## config.mk

```make
export PLATFORM = sky130hd
export DESIGN_NAME = ises_status_regs
export DESIGN_NICKNAME = d
export VERILOG_FILES = /design/src/rtl/ises_pkg.sv /design/src/rtl/ises_status_regs.sv
export SDC_FILE = /design/constraint.sdc
export NUM_CORES = 1
export LEC_CHECK = 0
export BUFFER_PORTS_ARGS = -buffer_cell sky130_fd_sc_hd__buf_2
export CORE_MARGIN = 3
export CORE_UTILIZATION = 26
export CTS_BUF_LIST = sky130_fd_sc_hd__clkbuf_4
export DETAILED_ROUTE_END_ITERATION = 7
export PLACE_DENSITY = 0.44
export SETUP_SLACK_MARGIN = 0.05
export SLEW_MARGIN = 10
export SYNTH_ARGS = -nofsm -noshare
export SYNTH_HDL_FRONTEND = slang
export SYNTH_SLANG_ARGS = --single-unit
export TNS_END_PERCENT = 10
```

## constraint.sdc

```tcl
create_clock -name sys_clk -period 1.7 [get_ports sys_clk]
set_clock_uncertainty 0.1 [all_clocks]
set_input_delay 0.085 -clock sys_clk [delete_from_list [all_inputs] [get_ports sys_clk]]
set_output_delay 0.085 -clock sys_clk [all_outputs]
set_load 0.05 [all_outputs]
```

## src/rtl/ises_pkg.sv

```systemverilog
// constants for the instrument status and event register block
package ises_pkg;
    // standard event register bit positions
    localparam int SE_POWER_ON = 7;
    localparam int SE_SYNTAX = 5;
    localparam int SE_EXEC = 4;
    localparam int SE_DEVICE = 3;
    localparam int SE_QUERY = 2;
    localparam int SE_DONE = 0;
    // operation register bit positions
    localparam int OP_FULL3 = 10;
    localparam int OP_FULL2 = 9;
    localparam int OP_FULL1 = 8;
    localparam int OP_CORRECT = 7;
    localparam int OP_TRIG_WAIT = 5;
    localparam int OP_MEASURE = 4;
    localparam int OP_ACQUIRE = 3;
    localparam int OP_RANGE = 2;
    localparam int OP_SETTLE = 1;
    // implemented-bit masks; other flag, condition and event bits read zero
    localparam logic [7:0] SE_USED = 8'hBD;
    localparam logic [15:0] OP_USED = 16'h07BE;
    // power-up values
    localparam logic [7:0] SE_POWERUP = 8'h80;
    localparam logic [7:0] SE_MASK_RST = 8'h00;
    localparam logic [15:0] OP_RST = 16'h0000;
    // register select codes for the host access port
    localparam logic [2:0] SEL_SE_FLAGS = 3'h0;
    localparam logic [2:0] SEL_SE_MASK = 3'h1;
    localparam logic [2:0] SEL_OP_COND = 3'h2;
    localparam logic [2:0] SEL_OP_EVENT = 3'h3;
    localparam logic [2:0] SEL_OP_MASK = 3'h4;
endpackage

```

## src/rtl/ises_status_regs.sv

```systemverilog
// status and event register bank of the remote interface
`timescale 1ns/1ps
`default_nettype none
// Behaviour
// - standard summary high when any flag bit and its mask bit are both one
// - power-on flag set at power-up, stays zero after a read clears it
// - syntax error in a program message sets flag bit 5
// - out-of-range or contradictory settings set flag bit 4
// - error queue overflow sets flag bit 3
// - read of empty output buffer or lost response sets bit 2
// - completion of commands up to the completion command sets bit 0
// - reading standard flags returns them then clears; clear command clears
// - power-up clears standard flags except power-on flag set
// - standard mask read/write, cleared only by writing zero or power-up
// - values are sums of weights of set bits; host encodes alike
// - condition changes latch into events; operation summary from masked events
// - bits 8-10 buffer full, bit 7 correction; events on full and completion
// - bit 5 trigger waiting; event latched on entering wait
// - bit 4 measuring mirrors end-of-measure; event on measurement end
// - bit 3 acquiring mirrors index output; event on acquisition end
// - bit 2 range switching; event when range is established
// - bit 1 settling during trigger delay; event when delay ends
// - unused flag, condition and event bits always read zero; the operation mask keeps all 16 written bits, the standard mask bits 7-0
// - reading the condition register returns live status, clears nothing
// - reading operation events clears them; clear command and power-up too
// - operation mask read/write, cleared only by writing zero or power-up
module ises_status_regs (
    input wire logic sys_clk,
    input wire logic rst,
    // one-cycle event pulses from the command parser
    input wire logic syntax_error_flag,
    input wire logic execution_error_flag,
    input wire logic device_error_flag,
    input wire logic query_error_flag,
    input wire logic op_complete_flag,
    input wire logic clear_status,
    // live device status levels, from other clock domains or pins
    input wire logic first_buffer_full,
    input wire logic second_buffer_full,
    input wire logic third_buffer_full,
    input wire logic correction_running,
    input wire logic trigger_waiting,
    input wire logic handler_end_of_measure,
    input wire logic handler_index,
    input wire logic range_switching,
    input wire logic signal_settling,
    // host register access port
    input wire logic [2:0] reg_sel,
    input wire logic reg_wr,
    input wire logic reg_rd,
    input wire logic [15:0] reg_wdata,
    output logic [15:0] reg_rdata,
    output logic reg_rvalid,
    output logic std_event_summary,
    output logic operation_summary
);
    localparam int NCOND = 9;

    logic [NCOND-1:0] cond_raw;
    logic [NCOND-1:0] sync1_r;
    logic [NCOND-1:0] sync2_r;
    logic [NCOND-1:0] sync3_r;
    logic [NCOND-1:0] stable_r;
    logic [15:0] op_condition_live;
    logic [15:0] fall_evt;
    logic [7:0] std_event_flags_r;
    logic [7:0] std_event_flags_nxt;
    logic [7:0] std_event_mask_r;
    logic [15:0] op_event_latched_r;
    logic [15:0] op_event_latched_nxt;
    logic [15:0] op_event_mask_r;
    logic [7:0] se_set;
    logic rd_se;
    logic rd_op;

    // order of the status inputs inside the synchroniser vector
    assign cond_raw = {third_buffer_full, second_buffer_full,
        first_buffer_full, correction_running, trigger_waiting,
        handler_end_of_measure, handler_index, range_switching,
        signal_settling};

    // three-stage sync; a change is accepted once stages two and three agree
    genvar gi;
    generate
        for (gi = 0; gi < NCOND; gi = gi + 1) begin : g_sync
            always_ff @(posedge sys_clk) begin
                if (rst) begin
                    sync1_r[gi] <= 1'b0;
                    sync2_r[gi] <= 1'b0;
                    sync3_r[gi] <= 1'b0;
                    stable_r[gi] <= 1'b0;
                end else begin
                    sync1_r[gi] <= cond_raw[gi];
                    sync2_r[gi] <= sync1_r[gi];
                    sync3_r[gi] <= sync2_r[gi];
                    if (sync2_r[gi] == sync3_r[gi]) begin
                        stable_r[gi] <= sync3_r[gi];
                    end
                end
            end
        end
    endgenerate

    // live condition word; unused positions tied low
    always_comb begin
        op_condition_live = ises_pkg::OP_RST;
        op_condition_live[ises_pkg::OP_SETTLE] = stable_r[0];
        op_condition_live[ises_pkg::OP_RANGE] = stable_r[1];
        op_condition_live[ises_pkg::OP_ACQUIRE] = stable_r[2];
        op_condition_live[ises_pkg::OP_MEASURE] = stable_r[3];
        op_condition_live[ises_pkg::OP_TRIG_WAIT] = stable_r[4];
        op_condition_live[ises_pkg::OP_CORRECT] = stable_r[5];
        op_condition_live[ises_pkg::OP_FULL1] = stable_r[6];
        op_condition_live[ises_pkg::OP_FULL2] = stable_r[7];
        op_condition_live[ises_pkg::OP_FULL3] = stable_r[8];
    end

    // previous condition to see edges; reset shares with the stable stage
    logic [15:0] cond_prev_r;
    always_ff @(posedge sys_clk) begin
        if (rst) begin
            cond_prev_r <= ises_pkg::OP_RST;
        end else begin
            cond_prev_r <= op_condition_live;
        end
    end

    // fixed filter: buffers and trigger wait fire on rise, rest on fall
    always_comb begin
        fall_evt = cond_prev_r & ~op_condition_live;
        fall_evt[ises_pkg::OP_FULL1] =
            op_condition_live[ises_pkg::OP_FULL1]
            & ~cond_prev_r[ises_pkg::OP_FULL1];
        fall_evt[ises_pkg::OP_FULL2] =
            op_condition_live[ises_pkg::OP_FULL2]
            & ~cond_prev_r[ises_pkg::OP_FULL2];
        fall_evt[ises_pkg::OP_FULL3] =
            op_condition_live[ises_pkg::OP_FULL3]
            & ~cond_prev_r[ises_pkg::OP_FULL3];
        fall_evt[ises_pkg::OP_TRIG_WAIT] =
            op_condition_live[ises_pkg::OP_TRIG_WAIT]
            & ~cond_prev_r[ises_pkg::OP_TRIG_WAIT];
        fall_evt = fall_evt & ises_pkg::OP_USED;
    end

    // read strobes that clear their register
    assign rd_se = reg_rd && (reg_sel == ises_pkg::SEL_SE_FLAGS);
    assign rd_op = reg_rd && (reg_sel == ises_pkg::SEL_OP_EVENT);

    // incoming standard events
    always_comb begin
        se_set = 8'h00;
        se_set[ises_pkg::SE_SYNTAX] = syntax_error_flag;
        se_set[ises_pkg::SE_EXEC] = execution_error_flag;
        se_set[ises_pkg::SE_DEVICE] = device_error_flag;
        se_set[ises_pkg::SE_QUERY] = query_error_flag;
        se_set[ises_pkg::SE_DONE] = op_complete_flag;
    end

    // clear by read or clear command, then a same-cycle set wins
    always_comb begin
        std_event_flags_nxt = std_event_flags_r;
        if (rd_se || clear_status) begin
            std_event_flags_nxt = 8'h00;
        end
        std_event_flags_nxt = (std_event_flags_nxt | se_set)
            & ises_pkg::SE_USED;
    end

    // power-up leaves only the power-on flag
    always_ff @(posedge sys_clk) begin
        if (rst) begin
            std_event_flags_r <= ises_pkg::SE_POWERUP;
        end else begin
            std_event_flags_r <= std_event_flags_nxt;
        end
    end

    // operation events: read or clear command empties, new events win
    always_comb begin
        op_event_latched_nxt = op_event_latched_r;
        if (rd_op || clear_status) begin
            op_event_latched_nxt = ises_pkg::OP_RST;
        end
        op_event_latched_nxt = op_event_latched_nxt | fall_evt;
    end

    always_ff @(posedge sys_clk) begin
        if (rst) begin
            op_event_latched_r <= ises_pkg::OP_RST;
        end else begin
            op_event_latched_r <= op_event_latched_nxt;
        end
    end

    // masks: only a host write or power-up changes them; clear_status does not
    always_ff @(posedge sys_clk) begin
        if (rst) begin
            std_event_mask_r <= ises_pkg::SE_MASK_RST;
            op_event_mask_r <= ises_pkg::OP_RST;
        end else if (reg_wr) begin
            if (reg_sel == ises_pkg::SEL_SE_MASK) begin
                std_event_mask_r <= reg_wdata[7:0];
            end
            if (reg_sel == ises_pkg::SEL_OP_MASK) begin
                op_event_mask_r <= reg_wdata;
            end
        end
    end

    // summaries registered from next-state so outputs come from flops
    always_ff @(posedge sys_clk) begin
        if (rst) begin
            std_event_summary <= 1'b0;
            operation_summary <= 1'b0;
        end else begin
            std_event_summary <= |(std_event_flags_nxt
                & std_event_mask_r);
            operation_summary <= |(op_event_latched_nxt
                & op_event_mask_r);
        end
    end

    // read data: weight-sum binary value, valid one cycle after read
    always_ff @(posedge sys_clk) begin
        if (rst) begin
            reg_rdata <= 16'h0000;
            reg_rvalid <= 1'b0;
        end else begin
            reg_rvalid <= reg_rd;
            if (reg_rd) begin
                case (reg_sel)
                    ises_pkg::SEL_SE_FLAGS:
                        reg_rdata <= {8'h00, std_event_flags_r};
                    ises_pkg::SEL_SE_MASK:
                        reg_rdata <= {8'h00, std_event_mask_r};
                    ises_pkg::SEL_OP_COND:
                        reg_rdata <= op_condition_live;
                    ises_pkg::SEL_OP_EVENT:
                        reg_rdata <= op_event_latched_r;
                    ises_pkg::SEL_OP_MASK:
                        reg_rdata <= op_event_mask_r;
                    default:
                        reg_rdata <= 16'h0000;
                endcase
            end
        end
    end
endmodule
`default_nettype wire

```

==> results by group, run 1 <==
Placement
  – Final GP Congestion: 0.833
  – Placed cells: 714
  – Pre-CTS setup slack: 0.153 ns
  – Total placed instance area: 4760 sq um
  – Dpl hpwl: 8330 um
  – PortBufs: 56

Cells and area
  – Commonest non-fill, non-tap cell in the layout: dfxtp_1
  – Layout area overhead: 28.8%
  – Fin nets: 604
  – Layout filler cell count: 1615
  – Util after Layout: 34.9%
  – Fraction of layout cells with a size suffix above 1: 18.0%
  – Fin cells: 782
  – Fin area: 5400 sq um
  – Commonest cells after routing, fill and taps aside: dfxtp_1, nand2_1, buf_2
  – # diodes: 0

STA
  – Final Hold Fails: 0
  – Slew margin rel.: 68.4%
  – Fmax: 661 MHz
  – Final worst slack: 0.186 ns
  – Setup TNS Final: 0 ns
  – RSZ-0062 raised after global routing: no
  – Min cycle time layout: 1.51 ns
  – Setup violators final: 0
  – Worst-margin pin slew: 0.472 ns
  – Period utilization: 89.1%
  – Max-slew violations: 0
  – Worst hold slack: 0.0807 ns

Power and ir drop
  – LEAKAGE: 2.00 nW
  – P per Cell Area: 802 nW/um^2
  – Peak supply drop: 0.000447 V
  – Power consumption: 4.33 mW

Detailed routing
  – Drt wl/cell: 14.8 um
  – Via Count: 3522
  – DRC viols: 0
  – Detailed Route Iter0 Violations: 234
  – Drt total wl: 11600 um
  – Vias per Instance: 4.50
  – Drt first pass iters: 5
  – Post-route ant nets: 0

Floorplanning
  – DIE AREA: 17700 sq um
  – Area of the core: 15500 sq um
  – Initial Util: 27.1%
  – # rows: 45
  – # IOs: 57
  – Chip Height: 133 um
  – Chip Width: 133 um

Logic synthesis
  – Yosys synthesis warning count: 0
  – Yosys cell types: 44
  – Synth Area in Compound Gates: 17.9%
  – Mux contribution to synthesized area: 2.51%
  – Adder-cell share of the synthesized area: 0%
  – Post-synth ARST share: 0%
  – Top FF cell, synth: dfxtp_1
  – Syn_area_per_cell: 9.25 sq um
  – Mapped cell area: 4190 sq um
  – Syn nets: 491
  – Flip-flop and latch count after synthesis: 110
  – Post-synthesis xor/xnor area fraction: 0%
  – Post-Synth Simple-Gate Area: 22.8%
  – Seq/Total Area, Yosys: 52.5%
  – Mapped Cells: 453
  – Main combinational cell family by area after synthesis: simple AND/OR/NAND/NOR gates
  – Number of synthesized flops with an enable pin: 0

GRT
  – Congestion Overflow GR: 0
  – First-pass GRT wire length: 18600 um
  – Number of global-route vias before repair: 3527
  – Largest net degree at the start of global routing: 28
  – Tot GR Track Use: 13.2%
  – Initial antenna violation count: 0

Worst setup path
  – Largest fanout on the critical path: 27
  – Critical path's largest stage delay: 0.55 ns
  – Crit. End Element: register
  – Crit path kind: input port to register
  – CP arrival: 1.81 ns
  – Critical Path RT: 1.99 ns
  – Crit-path cells: dlygate4sd3_1 -> buf_4 -> buf_4 -> a21oi_1 -> dlygate4sd3_1
  – Setup crit start kind: input port
  – CP max-delay cell: dlygate4sd3_1

Status
  – Status: finished, final reports clean

Clock tree
  – Clock sinks: 110
  – Clock slew at reported path FFs: 0.17 ns
  – CTS tree: done
  – Max clock buf depth: 2
  – TritonCTS buffer count: 9
  – Post_cts resized: 0
  – Later-pin clock latency in the skew report: 0.48 ns
  – Post-CTS Setup Inserts: 0
  – CTS H-Tree Depth: 3
  – Hold Buf Count CTS: 52
  – CTS root buf: clkbuf_4

Min path
  – Hold Crit Class: input port to register

Run
  – MaxCap Viol Count: 0
==> worst paths after layout <==
path | from | depth (start not counted) | slack [ns] | to
worst max-delay path | rst | 5 | 0.19 | op_event_mask_r[10]
worst min register to register | sync1_r[8] | 1 | 0.36 | sync2_r[8]
worst max register to register | std_event_flags_r[7] | 4 | 0.19 | std_event_summary
worst min-delay path | reg_sel[1] | 5 | 0.08 | op_event_latched_r[7]
==> worst max-delay path, delay by kind of cell <==
kind | cells | cell delay, ns
AO/OA/AOI/OAI | 1 | 0.06
buffers and inverters | 4 | 1.66
==> area by class of cell <==
cell class	count	area, sq um	share of cell area [%]
Sequential cell	110	2200	40.8
Clock buffer	10	75.1	1.39
Tap cell	211	264	4.89
Inverter	9	33.8	0.626
Clock inverter	6	46.3	0.857
Timing Repair Buffer	130	968	17.9
Multi-Input combinational cell	306	1810	33.5
==> registers in the layout, indices dropped and copies added (netlist names) <==
register	count
op_event_latched_r	16
op_event_mask_r	16
reg_rdata	16
cond_prev_r	9
op_condition_live	9
sync1_r	9
sync2_r	9
sync3_r	9
std_event_mask_r	8
std_event_flags_r	6
operation_summary	1
reg_rvalid	1
std_event_summary	1
==> metal layers <==
metal,up-vias,share of wire (%),track usage [%]
li1,1784,-,-
met1,1649,48,17.2
met2,78,47,21.7
met3,11,4.2,3.31
met4,0,1.6,4.10
met5,-,0,0
==> power breakdown <==
group / leakage [nW] / switching (mW) / total, mW / internal [mW]
Sequential: 0.895 / 0.0348 / 2.67 / 2.64
Combinational: 1.04 / 0.230 / 0.441 / 0.211
Clock: 0.0630 / 0.889 / 1.21 / 0.326
==> cells in the mapped netlist, types with 2 or more instances <==
| cell | count | area, sq um |
|---|---|---|
| a211oi_1 | 5 | 37.5 |
| a21oi_1 | 51 | 255 |
| a222oi_1 | 2 | 20.0 |
| a22oi_1 | 19 | 143 |
| a2bb2oi_1 | 2 | 17.5 |
| a311oi_1 | 2 | 17.5 |
| and2_1 | 8 | 50.1 |
| and3_1 | 2 | 12.5 |
| buf_1 | 4 | 15.0 |
| buf_2 | 4 | 20.0 |
| buf_4 | 5 | 37.5 |
| buf_6 | 2 | 22.5 |
| clkbuf_1 | 12 | 45.0 |
| dfxtp_1 | 110 | 2200 |
| inv_1 | 9 | 33.8 |
| mux2_2 | 4 | 45.0 |
| mux2i_1 | 6 | 60.1 |
| nand2_1 | 65 | 244 |
| nand2b_1 | 12 | 75.1 |
| nand3_1 | 2 | 10.0 |
| nand3b_1 | 13 | 97.6 |
| nor2_1 | 21 | 78.8 |
| nor2b_1 | 42 | 263 |
| nor3_1 | 2 | 10.0 |
| nor3b_1 | 3 | 22.5 |
| o2111ai_1 | 2 | 17.5 |
| o21ai_0 | 17 | 85.1 |
| o22a_1 | 4 | 35.0 |
| o2bb2ai_1 | 3 | 26.3 |
| o32ai_1 | 6 | 52.6 |
==> cells by family (layout without fill, tap and decap cells) <==
group	after synthesis	in the layout
buffers and inverters	37	155
and+or+nand+nor	178	178
DFF	110	110
AOI/OAI and AO/OA	118	118
muxes	10	10
Note: power is estimated with default switching activity, not from simulation.
==> run 2: changes to the inputs <==
--- a/config.mk
+++ b/config.mk
@@ -5,6 +5,7 @@
 export SDC_FILE = /design/constraint.sdc
 export NUM_CORES = 1
 export LEC_CHECK = 0
+export ABC_AREA = 1
 export BUFFER_PORTS_ARGS = -buffer_cell sky130_fd_sc_hd__buf_2
 export CORE_MARGIN = 3
 export CORE_UTILIZATION = 26
==> run 2 against run 1 <==
- wire length decreased by 5.3%
- first-iteration DRC count shrank 17%
- register-to-register slack gained 0.13 ns
- flip-flop and latch count unchanged
- worst setup slack got worse by 0.076 ns
- clock power rose by 14%
- worst hold slack got worse by 0.017 ns
- highest routed layer unchanged
- non-clock buffer count fell by 9
- largest cell class unchanged
- via count rose by 3.1%
- final cell count rose by 10%
==> results by group, run 2 <==
STA
  – Min cycle time layout: 1.59 ns
  – Period utilization: 93.5%
  – Slew margin rel.: 61.3%
  – Setup TNS Final: 0 ns
  – RSZ-0062 raised after global routing: no
  – Max-slew violations: 0
  – Final Hold Fails: 0
  – Final worst slack: 0.110 ns
  – Worst-margin pin slew: 0.580 ns
  – Fmax: 629 MHz
  – Setup violators final: 0
  – Worst hold slack: 0.0634 ns

Detailed routing
  – Drt total wl: 10900 um
  – Via Count: 3631
  – Post-route ant nets: 0
  – Met3 wire len: 336 um
  – M1 WL: 5220 um
  – Drt first pass iters: 4
  – Detailed Route Iter0 Violations: 195
  – DR top layer: met4
  – Drt wl/cell: 12.7 um
  – WL met2: 5100 um
  – DRC viols: 0
  – Vias per Instance: 4.21

Placement
  – PortBufs: 56
  – Total placed instance area: 4650 sq um
  – Final GP Congestion: 0.831
  – Pre-CTS setup slack: 0.00255 ns
  – Dpl hpwl: 7400 um

Logic synthesis
  – Post-synth ARST share: 0%
  – Mapped Cells: 538
  – Synth area leader: dfxtp_1
  – Seq/Total Area, Yosys: 53.5%
  – Yosys synthesis warning count: 0
  – Flip-flop and latch count after synthesis: 110
  – Syn_area_per_cell: 7.65 sq um
  – Top post-synthesis cells by count: dfxtp_1, nand2_1, inv_1, a21oi_1, nor2_1
  – Mapped cell area: 4120 sq um
  – Top FF cell, synth: dfxtp_1
  – Number of synthesized flops with an enable pin: 0
  – Top-area cell type share of the netlist area: 53.5%
  – Syn nets: 576
  – Area contributors post-synth: dfxtp_1, nand2_1, a21oi_1
  – Most common cell in the netlist: dfxtp_1
  – Yosys cell types: 26

Clock tree
  – CTS H-Tree Depth: 3
  – Later-pin clock latency in the skew report: 0.48 ns
  – Max clock buf depth: 2
  – CTS root buf: clkbuf_4
  – TritonCTS buffer count: 9
  – Post_cts resized: 0
  – Clock slew at reported path FFs: 0.18 ns
  – Clock sinks: 110
  – CTS tree: done

Run
  – MaxCap Viol Count: 0

Power and ir drop
  – Reported net switching power: 1.16 mW
  – LEAKAGE: 2.23 nW
  – Clock Power Share: 30.9%
  – P per Cell Area: 832 nW/um^2
  – Net Sw Frac: 26.1%
  – Internal power: 3.29 mW
  – Seq pwr share: 59.8%
  – Gate power share: 9.3%
  – Peak supply drop: 0.000266 V

Min path
  – Endpoint, Worst Hold: reg_rvalid
  – Hold path startpoint: reg_rd
  – Hold Crit Class: input port to register
  – Hold depth: 4

Worst setup path
  – CP delay by family, top: buffers and inverters
  – FF-to-FF Start: std_event_flags_r[5]
  – CP arrival: 1.89 ns
  – Largest fanout on the critical path: 8
  – FF-to-FF setup slack: 0.32 ns
  – Crit. End Element: register
  – Crit path kind: input port to register
  – Worst reg-to-reg path cell count: 5
  – Reg-to-reg endpoint: std_event_flags_r[5]
  – Worst Path Buf+Inv: 3
  – Crit-path cells: dlygate4sd3_1 -> buf_2 -> nand2_2 -> o21ai_0 -> a21oi_1 -> dlygate4sd3_1
  – Crit path top cell by count: dlygate4sd3_1
  – Critical path's largest stage delay: 0.56 ns
  – CP max-delay cell: dlygate4sd3_1
  – Setup crit start kind: input port
  – Critical Path RT: 2.00 ns

Cells and area
  – Fin area: 5360 sq um
  – Register area: 2200 sq um
  – # diodes: 0
  – Commonest cells after routing, fill and taps aside: dfxtp_1, nand2_1, inv_1
  – Fraction of layout cells with a size suffix above 1: 14.7%
  – Layout area overhead: 30.2%
  – Biggest regs: op_event_latched_r: 16 flops, op_event_mask_r: 16 flops, reg_rdata: 16 flops
  – Util after Layout: 34.9%
  – Commonest non-fill, non-tap cell in the layout: dfxtp_1
  – Fin nets: 685
  – Layout filler cell count: 1656
  – Area occupied by multi-input gates: 1500 sq um

GRT
  – First-pass GRT wire length: 17800 um
  – Largest net degree at the start of global routing: 48
  – Number of global-route vias before repair: 3572
  – Tot GR Track Use: 12.9%
  – Congestion Overflow GR: 0
  – Initial antenna violation count: 0

Floorplanning
  – # IOs: 57
  – # rows: 45
  – Chip Width: 132 um
  – Initial Util: 26.8%
  – Area of the core: 15400 sq um
  – DIE AREA: 17400 sq um
  – Chip Height: 132 um

Status
  – Status: finished, final reports clean
==> run 2: kinds of logic (layout without fill, tap and decap cells) <==
family                 Yosys count  after routing  share of synthesized area [%]
AO/OA/AOI/OAI                  112            112                           14.4
buffers and inverters          103            217                           10.1
flip-flops                     110            110                           53.5
AND/OR/NAND/NOR                213            213                           22.0
==> run 2: worst max path at each step <==
stage	end	slack, ns	from	depth (start not counted)
2_1_floorplan	operation_summary	0.47	reg_rd	11
3_3_place_gp	std_event_mask_r[0]	-0.01	reg_sel[2]	7
3_5_place_dp	std_event_mask_r[0]	0.003	reg_sel[2]	7
4_1_cts	std_event_flags_r[5]	0.20	clear_status	9
5_1_grt	std_event_flags_r[5]	0.07	clear_status	9
6_report	op_event_mask_r[15]	0.11	reg_wr	6
==> run 2: worst reg2reg max path, delay by kind of cell (launching register included) <==
family                 cells  cell delay [ns]
buffers and inverters      3             0.65
and+or+nand+nor            1             0.07
AOI/OAI and AO/OA          1             0.16
DFF                        1             0.37
==> run 2: area by class of cell <==
type,count,share of cell area [%]
clock buffer,9,1.26
multi-input combinational,325,28.0
timing repair buffer,121,17.7
sequential,110,41.1
tap,211,4.93
clock inverter,7,1.49
inverter,80,5.60
==> run 2: metal layers <==
layer  global-route usage [%]  vias up
met5                        0        -
met4                     6.48        0
met3                     2.60       20
met2                     21.0       64
met1                     16.2     1624
li1                         -     1923
==> run 2: through the flow <==
step,power [mW],std cells
final,4.46,863
after global placement,3.04,791
after global routing,4.68,863
after floorplan,2.91,538
after detailed placement,3.05,791
after CTS,4.55,863
==> run 2: repair_timing <==
action	CTS	global route
setup endpoints to repair	0	0
hold buffers	56	0
setup buffers	0	0
endpoints found under the hold margin	86	0
==> run 2: power groups by stage <==
| stage | Combinational [mW] | Sequential (mW) | Clock [mW] |
|---|---|---|---|
| 3_3_place_gp | 0.322 | 2.72 | 0 |
| 6_report | 0.413 | 2.67 | 1.38 |
| 4_1_cts | 0.418 | 2.67 | 1.46 |
| 5_1_grt | 0.462 | 2.68 | 1.54 |
| 2_1_floorplan | 0.175 | 2.73 | 0 |
| 3_5_place_dp | 0.325 | 2.72 | 0 |
